### src/design/clt_pkg.sv
// Constants and carrier types for the core-local timer and watchdog block
package clt_pkg;

    localparam int ADDR_W = 20;
    localparam int DATA_W = 32;
    localparam int STRB_W = 4;
    localparam int CNT_W = 10;
    localparam int IDX_W = 12;

    // Register windows, byte offsets from the cluster register base
    localparam logic [19:0] SOFT_BASE = 20'h50000;
    localparam logic [19:0] SOFT_LAST = 20'h53FFF;
    localparam logic [19:0] CMP_BASE = 20'h54000;
    localparam logic [19:0] CMP_LAST = 20'h5BFFF;
    localparam logic [19:0] CFG_BASE = 20'h5C000;
    localparam logic [19:0] CFG_LAST = 20'h5CFFF;
    localparam logic [19:0] CSR_BASE = 20'h5D000;
    localparam logic [19:0] CSR_LAST = 20'h5DFFF;
    localparam logic [19:0] SSIP_BASE = 20'h6C000;
    localparam logic [19:0] SSIP_LAST = 20'h6FFFF;

    // watchdog_config fields
    localparam int CFG_RATE_LSB = 8;
    localparam int CFG_S2_LSB = 4;
    localparam int CFG_S1_LSB = 0;
    // watchdog_control_status fields
    localparam int CSR_RELOAD_LSB = 4;
    localparam int CSR_S2_BIT = 3;
    localparam int CSR_S1_BIT = 2;
    localparam int CSR_EN_BIT = 0;
    localparam int SOFT_BIT = 0;

    // Countdown tap is mtime bit TAP_STEP * (rate + 1)
    localparam int TAP_STEP = 8;
    localparam int TAP_NUM = 4;

    localparam logic [63:0] CMP_RESET = 64'hFFFF_FFFF_FFFF_FFFF;
    localparam logic [1:0] RESP_OKAY = 2'h0;
    localparam logic [1:0] RESP_SLVERR = 2'h2;

    typedef enum logic [3:0] {
        CLT_ACT_IRQ,
        CLT_ACT_NMI,
        CLT_ACT_RST,
        CLT_ACT_SOC,
        CLT_ACT_PERIODIC
    } clt_action_t;

    typedef enum logic [2:0] {
        CLT_RG_NONE,
        CLT_RG_SOFT,
        CLT_RG_CMP,
        CLT_RG_CFG,
        CLT_RG_CSR,
        CLT_RG_SSIP
    } clt_region_t;

    typedef struct packed {
        clt_region_t region;
        logic [IDX_W-1:0] idx;
        logic hi;
    } clt_dec_t;

    // Per-hart register and watchdog state
    typedef struct packed {
        logic sw_pend;
        logic [63:0] cmp;
        logic [1:0] rate;
        logic [3:0] s2_act;
        logic [3:0] s1_act;
        logic [CNT_W-1:0] reload;
        logic s2_flag;
        logic s1_flag;
        logic en;
        logic [CNT_W-1:0] cnt;
        logic period_irq;
        logic ssip_set;
    } clt_hart_t;

    // Interrupt lines toward one hart
    typedef struct packed {
        logic msi;
        logic mti;
        logic ssi_set;
        logic wdt_irq;
        logic wdt_nmi;
        logic wdt_rst;
    } clt_irq_t;

endpackage : clt_pkg

### src/design/clt_core.sv
// Core-local software interrupts, timer compare and watchdogs per hart
//
// The implementer's own choice: register access over AXI4-Lite.
`timescale 1ns/1ns

module clt_core #(
    parameter int N_HARTS = 4
) (
    input wire logic sys_clk_i,
    input wire logic arst_n_i,
    input wire logic [63:0] mtime_i,
    input wire logic [clt_pkg::ADDR_W-1:0] s_axi_awaddr_i,
    input wire logic s_axi_awvalid_i,
    output logic s_axi_awready_o,
    input wire logic [31:0] s_axi_wdata_i,
    input wire logic [3:0] s_axi_wstrb_i,
    input wire logic s_axi_wvalid_i,
    output logic s_axi_wready_o,
    output logic [1:0] s_axi_bresp_o,
    output logic s_axi_bvalid_o,
    input wire logic s_axi_bready_i,
    input wire logic [clt_pkg::ADDR_W-1:0] s_axi_araddr_i,
    input wire logic s_axi_arvalid_i,
    output logic s_axi_arready_o,
    output logic [31:0] s_axi_rdata_o,
    output logic [1:0] s_axi_rresp_o,
    output logic s_axi_rvalid_o,
    output logic s_axi_rready_unused_o,
    input wire logic s_axi_rready_i,
    output clt_pkg::clt_irq_t [N_HARTS-1:0] hart_irq_o,
    output logic soc_event_o
);

    typedef struct packed {
        clt_pkg::clt_hart_t [N_HARTS-1:0] hart;
        logic [clt_pkg::TAP_NUM-1:0] tap_prev;
        logic aw_got;
        logic w_got;
        logic [clt_pkg::ADDR_W-1:0] awaddr;
        logic [31:0] wdata;
        logic [3:0] wstrb;
        logic bvalid;
        logic [1:0] bresp;
        logic rvalid;
        logic [31:0] rdata;
        logic [1:0] rresp;
    } clt_state_t;

    function automatic clt_state_t reset_state_f();
        clt_state_t s;
        s = '0;
        for (int h = 0; h < N_HARTS; h++) begin
            s.hart[h].cmp = clt_pkg::CMP_RESET;
        end
        return s;
    endfunction : reset_state_f

    localparam clt_state_t RST_STATE = reset_state_f();

    function automatic clt_pkg::clt_dec_t decode_f(
        input logic [clt_pkg::ADDR_W-1:0] a
    );
        clt_pkg::clt_dec_t d;
        logic [clt_pkg::ADDR_W-1:0] off;
        d = '0;
        off = '0;
        d.region = clt_pkg::CLT_RG_NONE;
        if (a >= clt_pkg::SOFT_BASE && a <= clt_pkg::SOFT_LAST) begin
            off = a - clt_pkg::SOFT_BASE;
            d.region = clt_pkg::CLT_RG_SOFT;
            d.idx = off[13:2];
        end else if (a >= clt_pkg::CMP_BASE && a <= clt_pkg::CMP_LAST) begin
            off = a - clt_pkg::CMP_BASE;
            d.region = clt_pkg::CLT_RG_CMP;
            d.idx = off[14:3];
            d.hi = off[2];
        end else if (a >= clt_pkg::CFG_BASE && a <= clt_pkg::CFG_LAST) begin
            off = a - clt_pkg::CFG_BASE;
            d.region = clt_pkg::CLT_RG_CFG;
            d.idx = {2'h0, off[11:2]};
        end else if (a >= clt_pkg::CSR_BASE && a <= clt_pkg::CSR_LAST) begin
            off = a - clt_pkg::CSR_BASE;
            d.region = clt_pkg::CLT_RG_CSR;
            d.idx = {2'h0, off[11:2]};
        end else if (a >= clt_pkg::SSIP_BASE && a <= clt_pkg::SSIP_LAST) begin
            off = a - clt_pkg::SSIP_BASE;
            d.region = clt_pkg::CLT_RG_SSIP;
            d.idx = off[13:2];
        end
        return d;
    endfunction : decode_f

    function automatic logic [31:0] merge_f(
        input logic [31:0] old_v,
        input logic [31:0] new_v,
        input logic [3:0] strb
    );
        logic [31:0] r;
        r = old_v;
        for (int b = 0; b < clt_pkg::STRB_W; b++) begin
            if (strb[b]) begin
                r[8*b +: 8] = new_v[8*b +: 8];
            end
        end
        return r;
    endfunction : merge_f

    typedef logic [clt_pkg::IDX_W-1:0] clt_idx_t;

    function automatic logic [31:0] cfg_word_f(
        input clt_pkg::clt_hart_t s
    );
        logic [31:0] w;
        w = '0;
        w[clt_pkg::CFG_RATE_LSB +: 2] = s.rate;
        w[clt_pkg::CFG_S2_LSB +: 4] = s.s2_act;
        w[clt_pkg::CFG_S1_LSB +: 4] = s.s1_act;
        return w;
    endfunction : cfg_word_f

    function automatic logic [31:0] csr_word_f(
        input clt_pkg::clt_hart_t s
    );
        logic [31:0] w;
        w = '0;
        w[clt_pkg::CSR_RELOAD_LSB +: clt_pkg::CNT_W] = s.reload;
        w[clt_pkg::CSR_S2_BIT] = s.s2_flag;
        w[clt_pkg::CSR_S1_BIT] = s.s1_flag;
        w[clt_pkg::CSR_EN_BIT] = s.en;
        return w;
    endfunction : csr_word_f

    clt_state_t st_r;
    clt_state_t st_nxt;
    logic [clt_pkg::TAP_NUM-1:0] tap_now;
    logic aw_hs;
    logic w_hs;
    logic ar_hs;
    logic wr_go;
    clt_pkg::clt_dec_t wr_dec;
    clt_pkg::clt_dec_t rd_dec;
    logic [N_HARTS-1:0] soc_hit;

    // One time counter feeds every hart's compare and countdown
    genvar gt;
    generate
        for (gt = 0; gt < clt_pkg::TAP_NUM; gt++) begin : g_tap
            assign tap_now[gt] = mtime_i[clt_pkg::TAP_STEP*(gt+1)];
        end
    endgenerate

    assign s_axi_awready_o = !st_r.aw_got && !st_r.bvalid;
    assign s_axi_wready_o = !st_r.w_got && !st_r.bvalid;
    assign s_axi_arready_o = !st_r.rvalid;
    assign s_axi_bvalid_o = st_r.bvalid;
    assign s_axi_bresp_o = st_r.bresp;
    assign s_axi_rvalid_o = st_r.rvalid;
    assign s_axi_rdata_o = st_r.rdata;
    assign s_axi_rresp_o = st_r.rresp;
    assign s_axi_rready_unused_o = 1'b0;
    assign aw_hs = s_axi_awvalid_i && s_axi_awready_o;
    assign w_hs = s_axi_wvalid_i && s_axi_wready_o;
    assign ar_hs = s_axi_arvalid_i && s_axi_arready_o;
    // Write is applied one cycle after both halves are held
    assign wr_go = st_r.aw_got && st_r.w_got && !st_r.bvalid;
    assign wr_dec = decode_f(st_r.awaddr);
    assign rd_dec = decode_f(s_axi_araddr_i);

    always_comb begin
        logic tick;
        logic set1;
        logic set2;
        logic hit_w;
        logic hit_r;
        logic [31:0] wv;
        logic [31:0] rv;
        clt_pkg::clt_hart_t hs;
        tick = 1'b0;
        set1 = 1'b0;
        set2 = 1'b0;
        hit_w = 1'b0;
        hit_r = 1'b0;
        wv = '0;
        rv = '0;
        hs = '0;
        st_nxt = st_r;
        st_nxt.tap_prev = tap_now;
        if (aw_hs) begin
            st_nxt.aw_got = 1'b1;
            st_nxt.awaddr = s_axi_awaddr_i;
        end
        if (w_hs) begin
            st_nxt.w_got = 1'b1;
            st_nxt.wdata = s_axi_wdata_i;
            st_nxt.wstrb = s_axi_wstrb_i;
        end
        if (wr_go) begin
            st_nxt.aw_got = 1'b0;
            st_nxt.w_got = 1'b0;
            st_nxt.bvalid = 1'b1;
            st_nxt.bresp = (wr_dec.region == clt_pkg::CLT_RG_NONE) ?
                clt_pkg::RESP_SLVERR : clt_pkg::RESP_OKAY;
        end
        if (st_r.bvalid && s_axi_bready_i) begin
            st_nxt.bvalid = 1'b0;
        end
        if (st_r.rvalid && s_axi_rready_i) begin
            st_nxt.rvalid = 1'b0;
        end
        for (int h = 0; h < N_HARTS; h++) begin
            hs = st_r.hart[h];
            hs.ssip_set = 1'b0;
            hs.period_irq = 1'b0;
            set1 = 1'b0;
            set2 = 1'b0;
            tick = hs.en && tap_now[hs.rate] && !st_r.tap_prev[hs.rate];
            if (tick) begin
                if (hs.cnt == '0) begin
                    hs.cnt = hs.reload;
                    if (hs.s1_act == clt_pkg::CLT_ACT_PERIODIC) begin
                        hs.period_irq = 1'b1;
                    end else if (!hs.s1_flag) begin
                        set1 = 1'b1;
                    end else begin
                        set2 = 1'b1;
                    end
                end else begin
                    hs.cnt = hs.cnt - 1'b1;
                end
            end
            // Absent harts never match, so their entries read zero
            hit_w = wr_go && (wr_dec.idx == clt_idx_t'(h));
            if (hit_w) begin
                unique case (wr_dec.region)
                    clt_pkg::CLT_RG_SOFT: begin
                        wv = merge_f({31'h0, hs.sw_pend}, st_r.wdata,
                            st_r.wstrb);
                        hs.sw_pend = wv[clt_pkg::SOFT_BIT];
                    end
                    clt_pkg::CLT_RG_CMP: begin
                        if (wr_dec.hi) begin
                            hs.cmp[63:32] = merge_f(hs.cmp[63:32],
                                st_r.wdata, st_r.wstrb);
                        end else begin
                            hs.cmp[31:0] = merge_f(hs.cmp[31:0],
                                st_r.wdata, st_r.wstrb);
                        end
                    end
                    clt_pkg::CLT_RG_CFG: begin
                        wv = merge_f(cfg_word_f(hs), st_r.wdata,
                            st_r.wstrb);
                        hs.rate = wv[clt_pkg::CFG_RATE_LSB +: 2];
                        hs.s2_act = wv[clt_pkg::CFG_S2_LSB +: 4];
                        hs.s1_act = wv[clt_pkg::CFG_S1_LSB +: 4];
                    end
                    clt_pkg::CLT_RG_CSR: begin
                        wv = merge_f(csr_word_f(hs), st_r.wdata,
                            st_r.wstrb);
                        hs.reload = wv[clt_pkg::CSR_RELOAD_LSB +:
                            clt_pkg::CNT_W];
                        hs.s2_flag = wv[clt_pkg::CSR_S2_BIT];
                        hs.s1_flag = wv[clt_pkg::CSR_S1_BIT];
                        hs.en = wv[clt_pkg::CSR_EN_BIT];
                        hs.cnt = hs.reload;
                    end
                    clt_pkg::CLT_RG_SSIP: begin
                        // Only a written one in lane 0 fires
                        hs.ssip_set = st_r.wstrb[0] &&
                            st_r.wdata[clt_pkg::SOFT_BIT];
                    end
                    default: begin
                    end
                endcase
            end
            // Hardware set wins over a software clear in the same cycle
            hs.s1_flag = hs.s1_flag || set1;
            hs.s2_flag = hs.s2_flag || set2;
            st_nxt.hart[h] = hs;
            hit_r = ar_hs && (rd_dec.idx == clt_idx_t'(h));
            if (hit_r) begin
                unique case (rd_dec.region)
                    clt_pkg::CLT_RG_SOFT: rv = {31'h0, st_r.hart[h].sw_pend};
                    clt_pkg::CLT_RG_CMP: rv = rd_dec.hi ?
                        st_r.hart[h].cmp[63:32] : st_r.hart[h].cmp[31:0];
                    clt_pkg::CLT_RG_CFG: rv = cfg_word_f(st_r.hart[h]);
                    clt_pkg::CLT_RG_CSR: rv = csr_word_f(st_r.hart[h]);
                    default: rv = rv; // Supervisor set reads zero
                endcase
            end
        end
        if (ar_hs) begin
            st_nxt.rvalid = 1'b1;
            st_nxt.rdata = rv;
            st_nxt.rresp = (rd_dec.region == clt_pkg::CLT_RG_NONE) ?
                clt_pkg::RESP_SLVERR : clt_pkg::RESP_OKAY;
        end
    end

    always_ff @(posedge sys_clk_i or negedge arst_n_i) begin
        if (!arst_n_i) begin
            st_r <= RST_STATE;
        end else begin
            st_r <= st_nxt;
        end
    end

    // Action lines are levels from the held flags gated by en, plus the one-cycle periodic pulse on wdt_irq,
    // so a timeout stays visible until software clears the flag or en.
    genvar gh;
    generate
        for (gh = 0; gh < N_HARTS; gh++) begin : g_out
            clt_pkg::clt_hart_t hr;
            logic s1_on;
            logic s2_on;
            assign hr = st_r.hart[gh];
            assign s1_on = hr.s1_flag && hr.en;
            assign s2_on = hr.s2_flag && hr.en;
            assign hart_irq_o[gh].msi = hr.sw_pend;
            assign hart_irq_o[gh].mti = (mtime_i >= hr.cmp);
            assign hart_irq_o[gh].ssi_set = hr.ssip_set;
            assign hart_irq_o[gh].wdt_irq = hr.period_irq ||
                (s1_on && hr.s1_act == clt_pkg::CLT_ACT_IRQ) ||
                (s2_on && hr.s2_act == clt_pkg::CLT_ACT_IRQ);
            assign hart_irq_o[gh].wdt_nmi =
                (s1_on && hr.s1_act == clt_pkg::CLT_ACT_NMI) ||
                (s2_on && hr.s2_act == clt_pkg::CLT_ACT_NMI);
            assign hart_irq_o[gh].wdt_rst =
                (s1_on && hr.s1_act == clt_pkg::CLT_ACT_RST) ||
                (s2_on && hr.s2_act == clt_pkg::CLT_ACT_RST);
            assign soc_hit[gh] =
                (s1_on && hr.s1_act == clt_pkg::CLT_ACT_SOC) ||
                (s2_on && hr.s2_act == clt_pkg::CLT_ACT_SOC);
        end
    endgenerate

    assign soc_event_o = |soc_hit;

endmodule : clt_core

### config.mk
export PLATFORM = sky130hd
export DESIGN_NAME = clt_core
export DESIGN_NICKNAME = d
export VERILOG_FILES = /design/src/design/clt_pkg.sv /design/src/design/clt_core.sv
export SDC_FILE = /design/constraint.sdc
export NUM_CORES = 1
export LEC_CHECK = 0
export BUFFER_PORTS_ARGS = -buffer_cell sky130_fd_sc_hd__buf_2
export CORE_UTILIZATION = 28
export DETAILED_ROUTE_END_ITERATION = 10
export HOLD_SLACK_MARGIN = 0.08
export SKIP_LAST_GASP = 1
export SLEW_MARGIN = 20
export SYNTH_ARGS = -nofsm -noshare
export SYNTH_HDL_FRONTEND = slang
export SYNTH_SLANG_ARGS = --single-unit
### constraint.sdc
create_clock -name sys_clk_i -period 3.1 [get_ports sys_clk_i]
set_input_delay 0.465 -clock sys_clk_i [delete_from_list [all_inputs] [get_ports sys_clk_i]]
set_output_delay 0.465 -clock sys_clk_i [all_outputs]
set_load 0.01 [all_outputs]
# Word level (Yosys, flattened, before mapping)

Cells that the tools add are included.

Mux-type cells: 120
Bitwise operators: 1
Add/subtract/negate cells: 14
Equality and inequality tests: 43
Order comparisons: 28
Reductions and logical operators: 185

Operators by type and width:

| kind                                                                     | number |
|---|---|
| 32-bit one-hot mux with 4 select lines                                   | 4 |
| 64-bit >= comparator                                                     | 4 |
| 32-bit two-way mux                                                       | 8 |
| 20-bit by 19-bit >= comparator with 1-bit output (second input constant) | 10 |
| 20-bit by 19-bit <= comparator with 1-bit output (second input constant) | 10 |
| 15-bit two-way mux                                                       | 10 |
| 4-bit AND reduction                                                      | 32 |
| 13-bit two-way mux                                                       | 8 |
| 1-bit logical AND                                                        | 76 |
| 4-bit by 2-bit equality test with 1-bit output (second input constant)   | 16 |
| 1-bit two-way mux                                                        | 61 |
| 14-bit by 1-bit subtractor with 14-bit output (second input constant)    | 4 |
| 12-bit by 2-bit equality test with 1-bit output (second input constant)  | 4 |
| 3-bit AND reduction                                                      | 16 |
| 12-bit by 1-bit subtractor with 12-bit output (second input constant)    | 4 |
| 11-bit two-way mux                                                       | 4 |
| 10-bit logical NOT                                                       | 4 |
| 10-bit two-way mux                                                       | 4 |
| 10-bit by 1-bit subtractor with 10-bit output (second input constant)    | 4 |
| 35-bit two-way mux                                                       | 1 |
| 4-bit by 1-bit equality test with 1-bit output (second input constant)   | 8 |
| 4-bit logical NOT                                                        | 8 |
| 8-bit two-way mux                                                        | 4 |
| 15-bit subtractor (second input constant)                                | 2 |
| other kinds (18)                                                         | 85 |

Bits of input ports: 147
Flip-flop bits (word level): 500
Output and inout bits: 67
Word-level logic and storage cells: 478

# Depth between registers and ports, before layout

Gate-level depths: netlist of run 1.

Depth in word-level cells: 17
Depth in mapped cells: 11
Depth with buffers taken out: 9

# Worst setup path before layout of run 1

OpenSTA, ideal clock, no wires.

Kind: reg2reg
Start: register st_r[79] (netlist bit)
End: register st_r (netlist bit g_out[3].hr[75])
Cell stages (with the launch flop): 10
Setup slack: 0.311 ns
Clock period less this slack: 2.789 ns
Required time: 3.018 ns
Data arrival time: 2.706 ns
Setup time: 0.082 ns
Path buffers: 2
Cell sequence: dfrtp_1 -> or4_4 -> nor4_4 -> o21ai_1 -> or3_4 -> or3_1 -> buf_2 -> buf_12 -> nor2_8 -> mux2_2

Word-level cells in the longest chain between the ends: 10
Elaborated cells on any way between the ends: 31
Those cells by class: add/sub: 5; order compare: 10; eq/ne: 2; mux: 7; reduce/logical: 7

Ends and longest elaborated chain:

| item                                                                                                                 | line            | source |
|---|---|---|
| from (decl)                                                                                                          | clt_core.sv:133 | `clt_state_t st_r;` |
| from (signal assigned)                                                                                               | clt_core.sv:303 | `st_r <= st_nxt;` |
| 20-bit by 19-bit >= comparator with 1-bit output or 20-bit by 19-bit <= comparator with 1-bit output (tied branches) | clt_core.sv:85  | `end else if (a >= clt_pkg::SSIP_BASE && a <= clt_pkg::SSIP_LAST) begin` |
| 1-bit logical AND                                                                                                    | clt_core.sv:85  |  |
| 15-bit two-way mux                                                                                                   | clt_core.sv:85  |  |
| 15-bit two-way mux                                                                                                   | clt_core.sv:81  | `end else if (a >= clt_pkg::CSR_BASE && a <= clt_pkg::CSR_LAST) begin` |
| 15-bit two-way mux                                                                                                   | clt_core.sv:77  | `end else if (a >= clt_pkg::CFG_BASE && a <= clt_pkg::CFG_LAST) begin` |
| 15-bit two-way mux                                                                                                   | clt_core.sv:72  | `end else if (a >= clt_pkg::CMP_BASE && a <= clt_pkg::CMP_LAST) begin` |
| 15-bit two-way mux                                                                                                   | clt_core.sv:68  | `if (a >= clt_pkg::SOFT_BASE && a <= clt_pkg::SOFT_LAST) begin` |
| 12-bit by 2-bit equality test with 1-bit output                                                                      | clt_core.sv:232 | `hit_w = wr_go && (wr_dec.idx == clt_idx_t'(h));` |
| 1-bit logical AND                                                                                                    | clt_core.sv:232 |  |
| 4-bit AND reduction (no line) *                                                                                      | --              |  |

Mark *: on every way between the ends. The rest lies on a longest branch, timed or not.
A chain may end at the register's enable or synchronous reset.

==> results of run 1 <==
[cell families (layout without fill, tap and decap cells)]
kind of cell | Yosys count | count (layout) | share of synthesized area
buffers and inverters | 450 | 889 | 0.0608
other | 1 | 12 | 0.000120
and+or+nand+nor | 647 | 647 | 0.115
adders and majority gates | 260 | 260 | 0.104
DFF | 496 | 496 | 0.406
xor gates and xnor gates | 6 | 6 | 0.00168
muxes | 551 | 551 | 0.194
AOI/OAI and AO/OA | 584 | 584 | 0.120
[synthesized netlist by cell type (29+ instances only)]
cell type / instances
a22oi_1: 29
nor3_1: 40
o21ai_0: 170
mux2i_1: 143
nand3_1: 62
a211oi_1: 49
nand4_1: 54
clkbuf_1: 90
mux2_2: 397
ha_1: 260
nand2_1: 142
nor2_1: 145
dfstp_2: 256
a21oi_1: 118
dfrtp_1: 240
inv_1: 285
buf_4: 48
a21o_1: 42
o22ai_1: 37
[state kept, by name, summed over array words and instances (netlist names)]
name / cells
hart_irq_o: 8
s_axi_bvalid_o: 1
s_axi_bresp_o: 1
s_axi_rdata_o: 32
st_r: 60
g_out.hr: 392
s_axi_rvalid_o: 1
s_axi_rresp_o: 1
[cells in the final DEF, fill, tap and decap left out, types with 45 or more instances in the layout]
cell | Yosys | final
a211oi_1 | 49 | 45
a21oi_1 | 118 | 106
buf_2 | 12 | 201
buf_4 | 48 | 204
clkbuf_16 | 0 | 59
dfrtp_1 | 240 | 239
dfstp_2 | 256 | 256
dlygate4sd3_1 | 0 | 48
ha_1 | 260 | 229
inv_1 | 285 | 272
mux2_2 | 397 | 395
mux2i_1 | 143 | 143
nand2_1 | 142 | 137
nand3_1 | 62 | 57
nand4_1 | 54 | 54
nor2_1 | 145 | 140
o21ai_0 | 170 | 159
[metrics by stage]
| stage | setup slack [ps] | hold WS (ps) | setup TNS, ps | utilization |
|---|---|---|---|---|
| after global placement | -390 | 496 | -2610 | 0.321 |
| after detailed placement | -553 | 492 | -1470 | 0.321 |
| after floorplan | 311 | 169 | 0 | - |
| final | -592 | 112 | -1920 | 0.353 |
| after global routing | -641 | 101 | -5330 | 0.353 |
| after CTS | -578 | 81.0 | -1990 | 0.351 |
[layer usage]
| metal | vias up | part of all wire | GRT usage |
|---|---|---|---|
| met5 | - | 0.0015 | 0 |
| met4 | 26 | 0.039 | 0.0720 |
| met3 | 218 | 0.070 | 0.0424 |
| met2 | 763 | 0.46 | 0.307 |
| met1 | 12700 | 0.43 | 0.253 |
| li1 | 11700 | - | - |
[power breakdown]
group / internal [W] / switching (W)
registers: 0.00738 / 0.00165
clock network: 0.00406 / 0.00291
logic: 0.00218 / 0.00245
total: 0.0136 / 0.00701
[worst max-delay path: stages (launching register included)]
cell and delay, ps:
dfstp_2 550, inv_2 50, ha_4 250, and4_4 260, nand3_4 110, or3_4 350
and3b_1 220, a32oi_1 90, and4b_1 240, a211oi_2 280, buf_2 200
[layout make-up]
cell class / instances / area, µm²
Fill cell: 11200 / 71600
Multi-Input combinational cell: 2051 / 17700
Sequential cell: 496 / 12700
Timing Repair Buffer: 498 / 3850
Tap cell: 1488 / 1860
Clock buffer: 79 / 1620
Inverter: 285 / 1070
Clock inverter: 27 / 289
Antenna cell: 9 / 22.5
[timing repair]
action                                  4_1_cts  5_1_grt
cloned                                        0        1
endpoints found under the setup margin       11      113
pin swaps                                    71       14
buffers inserted                             18        5
endpoints found under the hold margin        58        0
hold buffers                                 48        0
resized for setup                           143       31
[how the worst max path moves through the flow]
| stage | slack (ps) | end |
|---|---|---|
| finish | -590 | hart_irq_o[4] |
| global route | -640 | hart_irq_o[10] |
| CTS | -580 | hart_irq_o[10] |
| detailed placement | -550 | hart_irq_o[10] |
| global placement | -390 | hart_irq_o[10] |
| floorplan | 310 | g_out[3].hr[75]$_DFFE_PN1P_ |
==> qor.yml, run 1 <==
nets: 3795
cts.clk_slew.worst_paths_ps: 60
wirelength_um: 111000
relSlewSlack: 0.240
postRouteAntennaNets: 0
synth.distinct_cells: 89
dp_cells: 4748
cp_max_fo: 3
vias_per_cell: 5.16
fp.dieH_um: 337
drive_gt1_frac: 0.401
grt_setup_unrepaired: "true"
finalSetupViolations: 4
r2r_end: "g_out[1].hr[84]$_DFFE_PN1P_"
yosys.area.top_type_share: 0.214
p_leak_nw: 16.4
period_share: 1.19
finClkSkew_ps: 34.8
clkLatencyLatePin_ps: 650
netlist.top_cell.by_area: "dfstp_2"
end_kind: "output pin"
grt_antenna_before_repair: 27
core_um2: 111000
fin_area_um2: 39200
hp-start: "s_axi_awaddr_i[6]"
vias: 25400
power_w: 0.0206
die_width_um: 337
drv_slew: 0
crit_required_ps: 2630
grt_pass1_vias: 25200
r2r_start: "st_r[79]$_DFFE_PN0P_"
cts_tree: "built"
syn2layout_area_growth_pct: 24.9
placed_cell_area_um2: 35600
violations: "setup timing"
power_density_nw_per_um2: 527
grt_usage: 0.192
syn_inst: 2995
grt_pass1_wl_um: 164000
path_class: "flip-flop to output pin"
htreeDepth: 2
drcViolationCount: 0
setup_ws_ps: -592
regToRegSetupSlack_ps: 30
gp_congestion: 0.919
num_rows: 122
hold_depth: 2
wl_per_cell_um: 22.4
ir_worst_vdd_uv: 432
io_pins: 214
numCtsBuffers: 56
synth.area.top_cells: "dfstp_2 21%, dfrtp_1 19%, mux2_2 14%"
async_reset_ff_frac: 1.00
drt_iter0_drc: 1969
reg2reg_depth: 10
dpl.hpwl_um: 83700
fmax_ghz: 0.271
synth_edf_count: 0
startpoint_type: "flip-flop"
drtPass1Iterations: 8
grt_overflow: 0
cts_buffer_depth: 3
cts-root-buf: "clkbuf_16"
initial_core_util: 0.283
status: "finished, violations left"
worstPathArrival_ps: 3230
worstHoldEndpoint: "st_r[80]$_DFFE_PN0P_"
netlist_area_um2: 31400
worstHoldPathType: "primary input to flip-flop"
timing.final.hold_violations: 0
final_cells: 4933
clock-sinks: 496
yosysSeqAreaShare: 0.406
yosys_register_bits: 496
min_period_ps: 3690
die_area_um2: 113000
ys.warnings.count: 0
worstMarginPinSlew_ps: 1140
ys.flop_type: "dfstp_2"
grt_start_max_net_pins: 83
max_cap_viol_count: 0
crit_start: "g_out[0].hr[75]$_DFFE_PN1P_"
port_buffers: 206
syn_area_per_cell_um2: 10.5
No activity file was read; power rests on OpenSTA's default activity.
==> inputs of run 2 (changes only) <==
--- a/config.mk
+++ b/config.mk
@@ -5,6 +5,7 @@
 export SDC_FILE = /design/constraint.sdc
 export NUM_CORES = 1
 export LEC_CHECK = 0
+export ABC_AREA = 1
 export BUFFER_PORTS_ARGS = -buffer_cell sky130_fd_sc_hd__buf_2
 export CORE_UTILIZATION = 28
 export DETAILED_ROUTE_END_ITERATION = 10
==> run 2 against run 1 <==
The flow still finishes with violations (setup timing). Synthesized cell count up 41%. First-iteration DRC count grew 38%. Sequential power down 13%. Global-route usage increased by 1.4 points. Count of clock-buffer cells in the layout grew 11. Via count rose by 19%. Critical path depth is 1 higher. Clock skew grew 2.8 ps.
==> qor.yml, run 2 <==
syn_area_per_cell_um2: 7.63
wirelength_um: 121000
min_period_ps: 3370
finClkSkew_ps: 37.6
cts-root-buf: "clkbuf_16"
nets: 4831
final_common_cell: "nand2_1"
die_area_um2: 116000
drive_gt1_frac: 0.185
dp_cells: 5811
violations: "setup timing"
htreeDepth: 2
clock-sinks: 496
regToRegSetupSlack_ps: 290
synth.distinct_cells: 65
num_rows: 123
cpMaxStageDelayCell: "dfstp_2"
async_reset_ff_frac: 1.00
worstPathArrival_ps: 2910
yosys.area.top_type_share: 0.209
wl_per_cell_um: 20.3
grt_pass1_wl_um: 182000
period_share: 1.09
synth.area.top_cells: "dfstp_2 21%, dfrtp_1 19%, nand2_1 11%"
drv_slew: 0
max_stage_delay_ps: 560
final_cells: 5981
r2r_end: "g_out[0].hr[88]$_DFFE_PN1P_"
core_um2: 113000
finalSetupViolations: 4
initial_core_util: 0.284
drt_iter0_drc: 2709
grt_pass1_vias: 28800
grt_antenna_before_repair: 24
end_kind: "output pin"
ir_worst_vdd_uv: 488
syn2layout_area_growth_pct: 17.8
yosysSeqAreaShare: 0.396
reg2reg_depth: 10
relSlewSlack: 0.324
fp.dieH_um: 341
critical_path.cell_chain: "inv_2 -> ha_4 -> nand4_1 -> nor3_2 -> buf_4 -> nor4b_4 -> buf_4 -> and3_4 -> nand4_1 -> nand3_2 -> buf_6"
final_cell_mix: "913 x nand2_1, 559 x inv_1, 380 x o21ai_0"
yosys_register_bits: 496
cts.clk_slew.worst_paths_ps: 60
grt_start_max_net_pins: 92
worstSetupEndpoint: "hart_irq_o[10]"
vias_per_cell: 5.04
die_width_um: 341
grt_overflow: 0
gp_congestion: 0.959
io_pins: 214
setup_ws_ps: -275
netlist_area_um2: 32200
timing.final.hold_violations: 0
syn_inst: 4216
r2r_start: "st_r[91]$_DFFE_PN0P_"
netlist.top_cell.by_area: "dfstp_2"
drcViolationCount: 0
dpl.hpwl_um: 91300
p_leak_nw: 16.5
worstHoldPathType: "primary input to flip-flop"
holdWs_ps: 90.2
crit_start: "g_out[1].hr[98]$_DFFE_PN1P_"
numCtsBuffers: 59
fmax_ghz: 0.296
synth_edf_count: 0
power_w: 0.0197
worstMarginPinSlew_ps: 1010
ys.flop_type: "dfstp_2"
grt_usage: 0.206
vias: 30200
cts_buffer_depth: 3
startpoint_type: "flip-flop"
postRouteAntennaNets: 0
synth_commonest_cells: "917 x nand2_1, 572 x inv_1, 380 x o21ai_0"
grt_setup_unrepaired: "true"
drtPass1Iterations: 6
power_density_nw_per_um2: 521
path_class: "flip-flop to output pin"
fin_setup_tns_ps: -904
synth_most_common_cell: "nand2_1"
port_buffers: 206
max_cap_viol_count: 0
ys.warnings.count: 0
cts_tree: "built"
status: "finished, violations left"
cp_max_fo: 3
crit_required_ps: 2630
largest_reg_flops: 392
clkLatencyLatePin_ps: 670
final_util: 0.335
==> run 2: power breakdown <==
group,internal [W],switching [W],total [W]
clock network,0.00437,0.00301,0.00739
logic,0.00125,0.00323,0.00448
registers,0.00722,0.000655,0.00787
==> run 2: timing repair <==
item	in CTS	in global routing
gates resized for setup	36	32
pin swaps	12	17
endpoints found under the hold margin	72	0
setup endpoints to repair	4	20
hold buffers	39	0
buffers inserted	6	8
==> run 2: worst min-delay path by stage <==
stage,startpoint,to,slack [ps],cells after the start
2_1_floorplan,arst_n_i,g_out[0].hr[10]$_DFF_PN0_,170,0
3_3_place_gp,arst_n_i,s_axi_rdata_o[21]$_DFFE_PN0P_,410,1
3_5_place_dp,arst_n_i,s_axi_rdata_o[21]$_DFFE_PN0P_,410,1
4_1_cts,s_axi_awaddr_i[11],st_r[85]$_DFFE_PN0P_,80,3
5_1_grt,s_axi_wdata_i[11],st_r[53]$_DFFE_PN0P_,100,3
6_report,s_axi_wstrb_i[3],st_r[41]$_DFFE_PN0P_,90,3
==> run 2: logic make-up after synthesis <==
group | share of synthesized area
AND/OR/NAND/NOR | 0.225
AO/OA/AOI/OAI | 0.171
buffers and inverters | 0.102
flip-flops | 0.396
adder cells (fa/ha/maj) | 0.101
multiplexers | 0.00311
XOR/XNOR | 0.000817
other | 0.000117
==> run 2: critical path, delay by kind of cell (launching register included) <==
kind | cells | cell delay, ps
adders and majority gates | 1 | 260
DFF | 1 | 560
and+or+nand+nor | 6 | 970
buffers and inverters | 4 | 480
==> run 2: final cells by class <==
type                            instances  area (µm²)
Clock buffer                           90        1740
Sequential cell                       496       12700
Fill cell                           11900       75200
Timing Repair Buffer                  352        2470
Antenna cell                            7        17.5
Tap cell                             1500        1880
Clock inverter                         21         300
Inverter                              583        2190
Multi-Input combinational cell       2932       16600
==> run 2: routing by layer <==
layer  share of wire  global-route usage
met1            0.43               0.273
met2            0.46               0.334
met3           0.071              0.0369
met4           0.038              0.0768
met5          0.0011                   0
==> run 2: metrics by stage <==
stage | area [µm²] | worst slack [ps]
final | 37900 | -275
after global routing | 37900 | -399
after CTS | 37600 | -304
after detailed placement | 34900 | -63.3
after global placement | 34900 | -16.0
after floorplan | 32200 | 790
